## config.mk

```make
export PLATFORM = sky130hd
export DESIGN_NAME = lhife_top
export DESIGN_NICKNAME = d
export VERILOG_FILES = /design/src/lhife_pkg.sv /design/src/lhife_top.sv /design/src/lhife_fifo.sv
export SDC_FILE = /design/constraint.sdc
export NUM_CORES = 1
export LEC_CHECK = 0
export BUFFER_PORTS_ARGS = -buffer_cell sky130_fd_sc_hd__buf_2
export CORE_MARGIN = 1
export CORE_UTILIZATION = 30
export DETAILED_ROUTE_END_ITERATION = 6
export PLACE_DENSITY_LB_ADDON = 0.1
export SLEW_MARGIN = 20
export SYNTH_ARGS = -nofsm -noshare
export SYNTH_HDL_FRONTEND = slang
export SYNTH_SLANG_ARGS = --single-unit
```

## constraint.sdc

```tcl
create_clock -name clock -period 6.5 [get_ports clock]
set_clock_uncertainty 0.15 [all_clocks]
set_input_delay 0.975 -clock clock [delete_from_list [all_inputs] [get_ports clock]]
set_output_delay 0.975 -clock clock [all_outputs]
set_load 0.01 [all_outputs]
```

## src/lhife_pkg.sv

```systemverilog
// Constants shared by the LCD host interface front end.
package lhife_pkg;
  localparam int unsigned DATA_W       = 8;
  localparam int unsigned FIFO_DEPTH   = 8;
  localparam int unsigned WORD_W       = DATA_W + 1;
  localparam int unsigned BIT_CNT_W    = 3;
  localparam logic [2:0]  BIT_CNT_RST  = 3'h0;
  localparam logic [2:0]  BIT_CNT_LAST = 3'h7;
  localparam logic [7:0]  SHIFT_RST    = 8'h00;
  localparam logic [7:0]  RDATA_RST    = 8'h00;
  localparam logic [5:0]  PULL_DOWN    = 6'h00;
endpackage

```

## src/lhife_top.sv

```systemverilog
// LCD host interface front end: pin qualification, capture and steering.
`timescale 1ns/10ps
`default_nettype none
module lhife_top
  import lhife_pkg::*;
(
  input  wire logic              clock,
  input  wire logic              reset,
  input  wire logic              reset_n_pin,
  input  wire logic              bus_width_select,
  input  wire logic              chip_select_low_active,
  input  wire logic              chip_select_high_active,
  input  wire logic              cpu_style_select,
  input  wire logic              read_enable_pin,
  input  wire logic              write_direction_pin,
  input  wire logic              data_command_select,
  input  wire logic [5:0]        data_low_in,
  output logic      [5:0]        data_low_out,
  output logic      [5:0]        data_low_oe,
  output logic      [5:0]        data_low_pulldown,
  input  wire logic              bit6_or_serial_clock_in,
  output logic                   bit6_or_serial_clock_out,
  output logic                   bit6_or_serial_clock_oe,
  input  wire logic              bit7_or_serial_input_in,
  output logic                   bit7_or_serial_input_out,
  output logic                   bit7_or_serial_input_oe,
  input  wire logic              clock_source_select,
  input  wire logic              display_clock_pin,
  input  wire logic              osc_clock,
  output logic                   osc_enable,
  output logic                   display_clock,
  output logic                   factory_test_output,
  input  wire logic [DATA_W-1:0] read_data,
  output logic                   read_taken,
  output logic      [DATA_W-1:0] rx_data,
  output logic                   rx_is_data,
  output logic                   rx_valid,
  input  wire logic              rx_ready,
  output logic                   parallel_mode,
  output logic                   internal_reset,
  output logic                   overrun
);
  // ----------------------------------------------------------------
  // Pin synchronisers
  // ----------------------------------------------------------------
  // Every pin but the display clock pin, the reset pin included, passes two flip-flops before use.
  // The reset pin thus acts two clocks late; a host holds it far longer than that.
  localparam int unsigned NSYNC = 17;
  logic [NSYNC-1:0] pins;
  logic [NSYNC-1:0] s1_r;
  logic [NSYNC-1:0] s2_r;
  logic [NSYNC-1:0] s1_nxt;
  logic [NSYNC-1:0] s2_nxt;

  assign pins = {reset_n_pin, bus_width_select, chip_select_low_active,
                 chip_select_high_active, cpu_style_select, read_enable_pin,
                 write_direction_pin, data_command_select, bit7_or_serial_input_in,
                 bit6_or_serial_clock_in, data_low_in, clock_source_select};

  always_comb
  begin
    s1_nxt = pins;
    s2_nxt = s1_r;
  end

  always_ff @(posedge clock or posedge reset)
  begin
    if (reset)
    begin
      s1_r <= '0;
      s2_r <= '0;
    end
    else
    begin
      s1_r <= s1_nxt;
      s2_r <= s2_nxt;
    end
  end

  logic       rst_pin_n;
  logic       width_s;
  logic       cs_n_s;
  logic       cs_s;
  logic       style_s;
  logic       rde_s;
  logic       wrd_s;
  logic       dc_s;
  logic [7:0] data_s;
  logic       cls_s;
  assign {rst_pin_n, width_s, cs_n_s, cs_s, style_s, rde_s, wrd_s, dc_s,
          data_s, cls_s} = s2_r;

  // ----------------------------------------------------------------
  // Mode latch, selection and strobe decode
  // ----------------------------------------------------------------
  typedef enum logic [1:0] {
    LHIFE_BOOT   = 2'b00,
    LHIFE_STRAP  = 2'b01,
    LHIFE_RUN    = 2'b10
  } lhife_state_e;

  lhife_state_e state_r;
  lhife_state_e state_nxt;
  logic         par_r;
  logic         par_nxt;
  logic         ireset;
  logic         selected;
  logic         rd_active;
  logic         wr_active;
  logic         wr_act_r;
  logic         sclk_r;
  logic         wr_edge;
  logic         rd_edge;
  logic         rd_act_r;
  logic         sclk_rise;
  logic         run;

  assign ireset   = ~rst_pin_n;
  assign run      = (state_r == LHIFE_RUN);
  assign selected = ~cs_n_s & cs_s;

  // 68 style: enable high frames a transfer, direction picks read or write.
  always_comb
  begin
    if (style_s)
    begin
      rd_active = selected & rde_s & wrd_s;
      wr_active = selected & rde_s & ~wrd_s;
    end
    else
    begin
      rd_active = selected & ~rde_s;
      wr_active = selected & ~wrd_s;
    end
  end

  // A deselect with the strobe still active also ends a write, because hosts
  // often release select and strobe together and both arrive in one cycle.
  // Capture on the trailing edge: 80-style write rising, 68-style enable falling.
  assign wr_edge   = wr_act_r & ~wr_active & run & par_r;
  assign rd_edge   = rd_act_r & ~rd_active & run & par_r;
  assign sclk_rise = data_s[6] & ~sclk_r & run & ~par_r & selected;

  // The strap is caught once, after the internal reset releases, then frozen.
  always_comb
  begin
    state_nxt = state_r;
    par_nxt   = par_r;
    unique case (state_r)
      LHIFE_BOOT:  state_nxt = ireset ? LHIFE_BOOT : LHIFE_STRAP;
      LHIFE_STRAP:
      begin
        par_nxt   = width_s;
        state_nxt = LHIFE_RUN;
      end
      LHIFE_RUN:   state_nxt = LHIFE_RUN;
      // Code 2'b11 is never entered; should it appear, the block boots again.
      default:     state_nxt = LHIFE_BOOT;
    endcase
  end

  // ----------------------------------------------------------------
  // Serial shifter and FIFO feed
  // ----------------------------------------------------------------
  logic [7:0]           shift_r;
  logic [7:0]           shift_nxt;
  logic [BIT_CNT_W-1:0] cnt_r;
  logic [BIT_CNT_W-1:0] cnt_nxt;
  logic                 ser_done;
  logic [WORD_W-1:0]    f_in;
  logic                 f_valid;
  logic                 f_ready;
  logic                 ovr_r;
  logic                 ovr_nxt;

  always_comb
  begin
    // The count restarts on every deselect, so a cut frame never joins the next.
    shift_nxt = shift_r;
    cnt_nxt   = cnt_r;
    ser_done  = 1'b0;
    if (!selected || par_r)
    begin
      cnt_nxt = BIT_CNT_RST;
    end
    else if (sclk_rise)
    begin
      shift_nxt = {shift_r[6:0], data_s[7]};
      cnt_nxt   = cnt_r + 1'b1;
      ser_done  = (cnt_r == BIT_CNT_LAST);
    end
  end

  // A byte that meets a full FIFO is dropped and flagged; the host has no wait pin.
  // The flag stays set until a reset, so no lost byte goes unnoticed.
  always_comb
  begin
    f_valid = wr_edge | ser_done;
    f_in    = {dc_s, (par_r ? data_s : shift_nxt)};
    ovr_nxt = ovr_r | (f_valid & ~f_ready);
  end

  always_ff @(posedge clock or posedge reset)
  begin
    if (reset)
    begin
      state_r  <= LHIFE_BOOT;
      par_r    <= 1'b1;
      wr_act_r <= 1'b0;
      rd_act_r <= 1'b0;
      sclk_r   <= 1'b0;
      shift_r  <= SHIFT_RST;
      cnt_r    <= BIT_CNT_RST;
      ovr_r    <= 1'b0;
    end
    // The pin reset clears control state but leaves queued bytes in the FIFO.
    else if (ireset)
    begin
      state_r  <= LHIFE_BOOT;
      par_r    <= 1'b1;
      wr_act_r <= 1'b0;
      rd_act_r <= 1'b0;
      sclk_r   <= 1'b0;
      shift_r  <= SHIFT_RST;
      cnt_r    <= BIT_CNT_RST;
      ovr_r    <= 1'b0;
    end
    else
    begin
      state_r  <= state_nxt;
      par_r    <= par_nxt;
      wr_act_r <= wr_active;
      rd_act_r <= rd_active;
      sclk_r   <= data_s[6];
      shift_r  <= shift_nxt;
      cnt_r    <= cnt_nxt;
      ovr_r    <= ovr_nxt;
    end
  end

  // The data/command bit rides above the byte, so both leave the FIFO together.
  lhife_fifo #(
    .WIDTH (WORD_W),
    .DEPTH (FIFO_DEPTH)
  ) u_fifo (
    .clock     (clock),
    .reset     (reset),
    .in_data   (f_in),
    .in_valid  (f_valid),
    .in_ready  (f_ready),
    .out_data  ({rx_is_data, rx_data}),
    .out_valid (rx_valid),
    .out_ready (rx_ready)
  );

  // ----------------------------------------------------------------
  // Read path and pin drive
  // ----------------------------------------------------------------
  logic [7:0] rdata_r;
  logic [7:0] rdata_nxt;
  logic       oe_r;
  logic       oe_nxt;

  always_comb
  begin
    // Read data is frozen while a read runs, so the pins never change mid-read.
    rdata_nxt = rd_active ? rdata_r : read_data;
    oe_nxt    = rd_active & par_r & run;
  end

  always_ff @(posedge clock or posedge reset)
  begin
    if (reset)
    begin
      rdata_r <= RDATA_RST;
      oe_r    <= 1'b0;
    end
    else
    begin
      rdata_r <= rdata_nxt;
      oe_r    <= oe_nxt;
    end
  end

  // Serial mode drives no pin; the two upper pins then carry clock and data in.
  assign read_taken               = rd_edge;
  assign data_low_out             = rdata_r[5:0];
  assign data_low_oe              = {6{oe_r}};
  assign data_low_pulldown        = par_r ? PULL_DOWN : ~PULL_DOWN;
  assign bit6_or_serial_clock_out = rdata_r[6];
  assign bit6_or_serial_clock_oe  = oe_r & par_r;
  assign bit7_or_serial_input_out = rdata_r[7];
  assign bit7_or_serial_input_oe  = oe_r & par_r;

  // Clock steering is a plain mux; a glitch-free switch is not needed as the pin is static.
  assign osc_enable          = cls_s;
  assign display_clock       = cls_s ? osc_clock : display_clock_pin;
  // The display clock pin is only an input here; its output drive belongs to the
  // timing generator, which sits outside this block.
  assign factory_test_output = 1'b0;
  assign parallel_mode       = par_r;
  assign internal_reset      = ireset | ~run;
  assign overrun             = ovr_r;
endmodule
`default_nettype wire

```

## src/lhife_fifo.sv

```systemverilog
// Small flip-flop FIFO with valid/ready on both sides.
`timescale 1ns/10ps
`default_nettype none
module lhife_fifo #(
  parameter int unsigned WIDTH = 9,
  parameter int unsigned DEPTH = 8
) (
  input  wire logic             clock,
  input  wire logic             reset,
  input  wire logic [WIDTH-1:0] in_data,
  input  wire logic             in_valid,
  output logic                  in_ready,
  output logic      [WIDTH-1:0] out_data,
  output logic                  out_valid,
  input  wire logic             out_ready
);
  localparam int unsigned AW = $clog2(DEPTH);

  logic [WIDTH-1:0] mem_r [DEPTH];
  logic [AW-1:0]    wr_ptr_r;
  logic [AW-1:0]    wr_ptr_nxt;
  logic [AW-1:0]    rd_ptr_r;
  logic [AW-1:0]    rd_ptr_nxt;
  logic [AW:0]      count_r;
  logic [AW:0]      count_nxt;
  logic             push;
  logic             pop;

  assign in_ready  = (count_r != (AW+1)'(DEPTH));
  assign out_valid = (count_r != '0);
  assign out_data  = mem_r[rd_ptr_r];
  assign push      = in_valid && in_ready;
  assign pop       = out_valid && out_ready;

  always_comb
  begin
    wr_ptr_nxt = push ? AW'((wr_ptr_r + 1'b1) % DEPTH) : wr_ptr_r;
    rd_ptr_nxt = pop ? AW'((rd_ptr_r + 1'b1) % DEPTH) : rd_ptr_r;
    count_nxt  = count_r + (AW+1)'(push) - (AW+1)'(pop);
  end

  always_ff @(posedge clock or posedge reset)
  begin
    if (reset)
    begin
      wr_ptr_r <= '0;
      rd_ptr_r <= '0;
      count_r  <= '0;
    end
    else
    begin
      wr_ptr_r <= wr_ptr_nxt;
      rd_ptr_r <= rd_ptr_nxt;
      count_r  <= count_nxt;
    end
  end

  // Storage carries no reset; the pointers and the count alone decide what is valid.
  always_ff @(posedge clock)
  begin
    if (push)
    begin
      mem_r[wr_ptr_r] <= in_data;
    end
  end
endmodule
`default_nettype wire

```

==> Implementation_results.wiki, run 1 <==
{| class="wikitable"
! Metric !! Value
|-
| Run status || finished, final reports clean
|-
| Predominant post-synthesis flop cell || sky130_fd_sc_hd__edfxtp_1
|-
| Final-layout setup total negative slack || 0 ns
|-
| Transition time at the pin with the least slew margin || between 0.9 and 1 ns
|-
| Worst endpoint data arrival time || approximately 2.5 ns
|-
| Die H || 139 um
|-
| Post-CTS resize count || 0
|-
| Final Wtd Congestion || about 0.66
|-
| Residual overflow from global routing || 0
|-
| Ys async rst share || slightly below 50%
|-
| Power density over the cells || 370 nW/um^2
|-
| Tmin final || ~3.6 ns
|-
| Core Region || around 18,000 um^2
|-
| Largest net degree at the start of global routing || 72
|-
| Initial antenna violation count || 0
|-
| Average routed wire per standard cell || 16.1 um
|-
| Floorplan die area || 19,200 um^2
|-
| Initial cell density of the core || 30.9%
|-
| Total Power Consumption || approximately 2.5 mW
|-
| Standby leakage power || 2.68 nW
|-
| Number of nets in the synthesized netlist || 370
|-
| Routed length on met1 || 4660 um
|-
| Remaining routing DRC violations || 0
|-
| Insertion delay of the later-clocked pin in the worst-skew pair || 0.42 ns
|-
| Min-Delay Path Depth || 0
|-
| Initial DRC count || 116
|-
| Vias in the first global route || around 3,000
|-
| Fmax || 280 MHz
|-
| Clock slew at reported path FFs || 0.06 ns
|-
| Post-route non-filler standard cell count || roughly 630
|-
| Synthesis-to-layout area growth || 18.4%
|-
| Max Root-Sink Buffers || 2
|-
| Critical-path maximum fanout || 11
|-
| Total global routing track utilization || 11.5%
|-
| Clock buffer count from CTS || 17
|-
| Detailed placement HPWL || 6600 um
|-
| Count of buffers from port buffering || 67
|-
| Horiz. Die Dim || 139 um
|-
| Number of synthesis warnings || 0
|-
| Met3 wirelength from detailed routing || 462 um
|-
| Antenna fix cells || 0
|-
| Setup crit end kind || output pin
|-
| Flop and latch count out of synthesis || 143
|-
| Count of flip-flops with a built-in enable after synthesis || approximately 70
|-
| Number of I/O pins || 69
|-
| Layout Cell Area excl Fill || between 6000 and 7000 um^2
|-
| Mean cell area of the mapped netlist || between 15 and 20 um^2
|-
| Count of buffers added by post-CTS timing repair for setup || 0
|-
| Length in cells of the worst reg-to-reg path || 6
|-
| WL final || 10,200 um
|-
| Mapped cell area || 5600 um^2
|-
| Number of instances in the synthesized netlist || 326
|-
| Worst IR Drop VDD || between 0.15 and 0.2 mV
|-
| Placement row count || 49
|-
| Clk sink count || 143
|-
| CTS H-tree depth || 4
|-
| Global-route wire length before repair || 16,400 um
|-
| Crit start category || flip-flop
|-
| Quantity of hold-fixing buffers added after cts || 0
|-
| Worst min path class || reg2reg
|-
| Post-route fraction of the period consumed by the critical path || 55.0%
|-
| Count of cell types in the netlist || 47
|-
| Root cell of the clock tree || sky130_fd_sc_hd__clkbuf_16
|-
| Worst slew margin relative to its limit || 39.9%
|-
| Instance count after placement with tap cells included || 600
|-
| Core Util, Final || 36.6%
|-
| CTS tree || built
|-
| Post-synthesis sequential area ratio || around 70%
|-
| Top sig layer || met4
|-
| Unrepaired setup endpoints after global routing || no
|-
| Hold violation total from the final report || 0
|-
| Max_cap viols || 0
|-
| Endpoints failing setup || 0
|-
| Filler cell count in the final layout || between 1,500 and 2,000
|-
| Path type of the worst setup path || reg2out
|-
| Drt pass-1 iters || 4
|-
| Max Transition Viols Final || 0
|-
| Amount of wire on met2 after detailed routing || between 4000 and 5000 um
|-
| Proportion of layout cells with a drive suffix above 1 || ~37%
|-
| DR vias || 2,801
|-
| Nets || 434
|-
| Average vias per placed instance || 4.43
|-
| Remaining antenna violation count after routing || 0
|-
| Data required time of the worst path || ~5.4 ns
|-
| Instance area after placement || slightly above 6000 um^2
|}
## synthesized netlist by cell type, types with 2 or more instances
cell type,instances,share of area [%]
sky130_fd_sc_hd__edfxtp_1,72,39
sky130_fd_sc_hd__dfrtp_1,70,31
sky130_fd_sc_hd__mux2_2,20,4.0
sky130_fd_sc_hd__nor2_1,20,1.3
sky130_fd_sc_hd__mux4_2,18,7.2
sky130_fd_sc_hd__inv_1,15,1.0
sky130_fd_sc_hd__buf_4,13,1.7
sky130_fd_sc_hd__ha_1,13,2.9
sky130_fd_sc_hd__mux2i_1,9,1.6
sky130_fd_sc_hd__a21oi_1,8,0.71
sky130_fd_sc_hd__nand2_1,8,0.54
sky130_fd_sc_hd__clkbuf_1,5,0.33
sky130_fd_sc_hd__and2_1,4,0.45
sky130_fd_sc_hd__and4b_1,3,0.54
sky130_fd_sc_hd__nand2b_1,3,0.33
sky130_fd_sc_hd__nand3_1,3,0.27
sky130_fd_sc_hd__o31ai_1,3,0.40
sky130_fd_sc_hd__xnor2_1,3,0.47
sky130_fd_sc_hd__xor2_1,3,0.47
sky130_fd_sc_hd__a32o_1,2,0.36
sky130_fd_sc_hd__and4_2,2,0.36
sky130_fd_sc_hd__buf_1,2,0.13
sky130_fd_sc_hd__buf_2,2,0.18
sky130_fd_sc_hd__buf_6,2,0.40
## metal layers
metal	global-route usage, %	up-vias
met5	0	-
met4	4.68	0
met3	4.18	7
met2	18.6	75
met1	14.1	1409
li1	-	1310
## worst max-delay path: stages (launching register included)
cell	delay, ns
sky130_fd_sc_hd__dfrtp_1	0.74
sky130_fd_sc_hd__buf_4	0.35
sky130_fd_sc_hd__mux4_2	0.53
sky130_fd_sc_hd__mux2_2	0.27
sky130_fd_sc_hd__buf_2	0.14
## through the flow
stage	hold slack [ns]	setup WS [ns]
2_1_floorplan	0.181	3.58
3_5_place_dp	0.185	3.28
6_report	0.196	2.93
3_3_place_gp	0.185	3.31
5_1_grt	0.203	2.77
4_1_cts	0.198	2.83
## layout by cell type (no fill, tap or decap), types with 2 or more instances in the layout
cell type                    instances
sky130_fd_sc_hd__ha_1               13
sky130_fd_sc_hd__a32o_1              2
sky130_fd_sc_hd__buf_2              67
sky130_fd_sc_hd__nand2b_1            3
sky130_fd_sc_hd__a21oi_1             8
sky130_fd_sc_hd__mux2i_1             9
sky130_fd_sc_hd__clkinvlp_4          3
sky130_fd_sc_hd__mux4_2             18
sky130_fd_sc_hd__o31ai_1             3
sky130_fd_sc_hd__clkbuf_1            2
sky130_fd_sc_hd__and4b_1             3
sky130_fd_sc_hd__dfrtp_1            70
sky130_fd_sc_hd__mux2_2             20
sky130_fd_sc_hd__clkinv_2            5
sky130_fd_sc_hd__xnor2_1             3
sky130_fd_sc_hd__inv_1              14
sky130_fd_sc_hd__and4_2              2
sky130_fd_sc_hd__inv_6               2
sky130_fd_sc_hd__buf_4               2
sky130_fd_sc_hd__edfxtp_1           72
sky130_fd_sc_hd__clkbuf_16          17
sky130_fd_sc_hd__and2_1              4
sky130_fd_sc_hd__xor2_1              3
sky130_fd_sc_hd__nand2_1             8
sky130_fd_sc_hd__clkinv_4            3
sky130_fd_sc_hd__nor2_1             20
sky130_fd_sc_hd__nand3_1             3
## power by group
part	total, mW	internal, mW	switching, mW
Combinational	0.453	0.252	0.201
Sequential	1.11	1.02	0.0891
Clock	0.897	0.526	0.371
Total	2.46	1.80	0.661
## registers in the layout, summed over array words and instances, names as in the netlist
register / flops
overrun: 1
u_fifo.rd_ptr_r: 3
oe_r: 1
wr_act_r: 1
u_fifo.wr_ptr_r: 3
shift_r: 8
parallel_mode: 1
s1_r: 17
sclk_r: 1
cnt_r: 3
s2_r: 17
rd_act_r: 1
u_fifo.mem_r: 72
rdata_r: 8
state_r: 2
u_fifo.count_r: 4
## logic make-up after synthesis
kind of cell / share of synthesized area (%)
multiplexers: 12.9
AND/OR/NAND/NOR: 6.07
buffers and inverters: 3.86
flip-flops: 70.3
other: 0.0669
XOR/XNOR: 0.938
adder cells (fa/ha/maj): 3.26
AO/OA/AOI/OAI: 2.63
## final timing paths
check	startpoint	endpoint	slack [ns]
min	s1_r[7]	s2_r[7]	0.20
min in group asynchronous	reset	rdata_r[0]	0.65
max	u_fifo.rd_ptr_r[0]	rx_data[3]	2.93
max reg2reg	state_r[0]	u_fifo.mem_r[2][6]	3.46
min reg2reg	s1_r[7]	s2_r[7]	0.20
max in group asynchronous	reset	u_fifo.rd_ptr_r[2]	4.93
## layout make-up
cell class                 count  area (um^2)  share of cell area, %
inverter                      16         61.3                  0.924
clock buffer                  19          433                   6.52
tap                          229          287                   4.32
clock inverter                13          116                   1.75
multi-input combinational    143         1450                   21.8
timing repair buffer          69          350                   5.28
sequential                   143         3940                   59.4
No activity file was read; power rests on OpenSTA's default activity.
==> run 2, diff against run 1 <==
==> constraint.sdc (replaced) <==
create_clock -name clock -period 3 [get_ports clock]
set_clock_uncertainty 0.15 [all_clocks]
set_input_delay 0.45 -clock clock [delete_from_list [all_inputs] [get_ports clock]]
set_output_delay 0.45 -clock clock [all_outputs]
set_load 0.01 [all_outputs]
==> run 2 against run 1 <==
Effect of this change: worst setup slack worse by 2.6 ns; worst hold slack lost 0.089 ns; global-route usage is 1.1 points higher; first-iteration DRC count decreased by 6.0%; total power is 130% higher; cell count up 5.9%; clock power grew 140%; sequential cell count is the same; sequential power up 110%; via count increased by 6.1%; critical path type is now reg2reg; largest cell class unchanged; highest routed layer unchanged.
==> Implementation_results.wiki, run 2 (synthesized netlist as in run 1, its figures left out) <==
{| class="wikitable"
! Metric !! Value
|-
| Insertion delay of the later-clocked pin in the worst-skew pair || 0.42 ns
|-
| Initial antenna violation count || 0
|-
| Worst IR Drop VDD || 0.428 mV
|-
| Average vias per placed instance || between 4 and 5
|-
| Residual overflow from global routing || 0
|-
| Reg-to-reg critical path endpoint || u_fifo.mem_r[2][1]
|-
| Hold violation total from the final report || 0
|-
| Leading registers by flop count || u_fifo.mem_r (72), s1_r (17), s2_r (17)
|-
| Standby leakage power || around 2.9 nW
|-
| Startpoint of the most critical register-to-register path || state_r[0]
|-
| Remaining antenna violation count after routing || 0
|-
| Clock power share || 37.7%
|-
| Drt pass-1 iters || 4
|-
| FF/Latch Area || 3940 um^2
|-
| Total Power Consumption || 5.61 mW
|-
| Core Region || 18,100 um^2
|-
| Layout Cell Area excl Fill || 7030 um^2
|-
| Crit start category || flip-flop
|-
| Final Wtd Congestion || 0.718
|-
| Path type of the worst setup path || reg2reg
|-
| Quantity of hold-fixing buffers added after cts || 18
|-
| Switching Power || between 1 and 1.5 mW
|-
| Fraction of power consumed by combinational cells || between 20% and 30%
|-
| Proportion of layout cells with a drive suffix above 1 || 37.7%
|-
| Worst endpoint data arrival time || ~2.7 ns
|-
| Post-route setup slack || 0.285 ns
|-
| Leading cell types in the layout, fill and taps excluded || 72 x sky130_fd_sc_hd__edfxtp_1, 70 x sky130_fd_sc_hd__dfrtp_1, 67 x sky130_fd_sc_hd__buf_2
|-
| Length in cells of the worst reg-to-reg path || 8
|-
| Global-route wire length before repair || 17,600 um
|-
| Setup crit end kind || flip-flop
|-
| Tmin final || 2.71 ns
|-
| Max Root-Sink Buffers || 2
|-
| DR vias || about 3,000
|-
| Count of buffers from port buffering || 67
|-
| Initial cell density of the core || 30.9%
|-
| Portion of total power attributed to sequential cells || 41.5%
|-
| WL final || roughly 11,000 um
|-
| Largest net degree at the start of global routing || 32
|-
| Power density over the cells || 799 nW/um^2
|-
| Most used cell along the critical path || sky130_fd_sc_hd__buf_4
|-
| Maximum cell stage delay along the critical path || 0.42 ns
|-
| Vias in the first global route || roughly 3,200
|-
| Number of I/O pins || between 60 and 70
|-
| Die H || 139 um
|-
| Register-to-register setup slack || 0.29 ns
|-
| Internal || 4.16 mW
|-
| CTS tree || built
|-
| Most frequent standard cell in the layout excluding fill and tap cells || sky130_fd_sc_hd__edfxtp_1
|-
| Root cell of the clock tree || sky130_fd_sc_hd__clkbuf_16
|-
| Fmax || around 370 MHz
|-
| Total global routing track utilization || 12.6%
|-
| Instance area after placement || 6240 um^2
|-
| End point of the critical path || u_fifo.mem_r[2][1]
|-
| Horiz. Die Dim || 139 um
|-
| Critical-path maximum fanout || 9
|-
| Nets || 471
|-
| Initial DRC count || 109
|-
| Floorplan die area || 19,200 um^2
|-
| Transition time at the pin with the least slew margin || 0.611 ns
|-
| Critical Path Slowest Stage Cell || sky130_fd_sc_hd__or3_1
|-
| Final-layout setup total negative slack || 0 ns
|-
| Clock buffer count from CTS || 17
|-
| CP Launch Point || state_r[0]
|-
| Unrepaired setup endpoints after global routing || no
|-
| Clock slew at reported path FFs || 0.06 ns
|-
| Post-route fraction of the period consumed by the critical path || 90.5%
|-
| Post-place setup slack || 0.280 ns
|-
| Endpoints failing setup || 0
|-
| Largest register FFs || 72
|-
| Fraction of power spent switching nets || approximately 26%
|-
| Placement row count || 49
|-
| Filler cell count in the final layout || ~1,700
|-
| Remaining routing DRC violations || 0
|-
| Multi-input logic area || around 1400 um^2
|-
| Post-CTS resize count || 0
|-
| Worst min path class || in2reg
|-
| Average routed wire per standard cell || about 16 um
|-
| Min-Delay Path Depth || 2
|-
| Run status || finished, final reports clean
|-
| Clk sink count || between 100 and 150
|-
| Max Transition Viols Final || 0
|-
| Core Util, Final || about two fifths
|-
| Most flop-heavy register || u_fifo.mem_r
|-
| Synthesis-to-layout area growth || 25.4%
|-
| List of cells traversed by the critical path || inv_1, ha_1, nand3b_2, or3_1, o32ai_4, buf_4, nor4bb_4, buf_4
|-
| Antenna fix cells || 0
|-
| Detailed placement HPWL || 7320 um
|-
| Count of buffers added by post-CTS timing repair for setup || 0
|-
| CTS H-tree depth || 4
|-
| Max_cap viols || 0
|-
| Data required time of the worst path || 2.97 ns
|-
| Worst slew margin relative to its limit || 59.0%
|}
## run 2: power groups by stage
stage	sequential, mW	combinational, mW	clock (mW)
CTS	2.33	1.22	2.18
detailed placement	2.36	1.20	0
global route	2.35	1.30	2.26
global placement	2.36	1.19	0
finish	2.33	1.17	2.12
floorplan	2.30	0.843	0
## run 2: area by class of cell
cell class / count / share of cell area, %
well taps: 229 / 4.08
repair buffers: 106 / 9.76
flip-flops and latches: 143 / 56.1
clock inverters: 8 / 1.46
clock buffers: 24 / 7.16
multi-input cells: 143 / 20.6
inverters: 16 / 0.873
## run 2: per-stage QoR
| step | std cells | hold slack [ns] |
|---|---|---|
| finish | 669 | 0.107 |
| global route | 669 | 0.0802 |
| CTS | 669 | 0.0842 |
| detailed placement | 619 | 0.185 |
| global placement | 619 | 0.184 |
| floorplan | 326 | 0.181 |
## run 2: worst min-delay path by stage
stage	start	end	slack, ns
2_1_floorplan	s1_r[0]	s2_r[0]	0.18
3_3_place_gp	s1_r[8]	s2_r[8]	0.18
3_5_place_dp	s1_r[12]	s2_r[12]	0.18
4_1_cts	read_data[7]	rdata_r[7]	0.08
5_1_grt	read_data[3]	rdata_r[3]	0.08
6_report	read_data[1]	rdata_r[1]	0.11
## run 2: critical path: cells and delay by family (launching register included)
family,cells,cell delay (ns)
compound gates,1,0.39
fa+ha+maj,1,0.26
buf+inv,3,0.52
flops,1,0.38
simple gates,3,0.72
## run 2: metal layers
layer	wire (um)	GRT usage, %	vias up
met5	0	0	-
li1	-	-	1391
met4	184	5.26	0
met1	5180	16.0	1492
met2	5040	19.6	77
met3	494	4.39	12
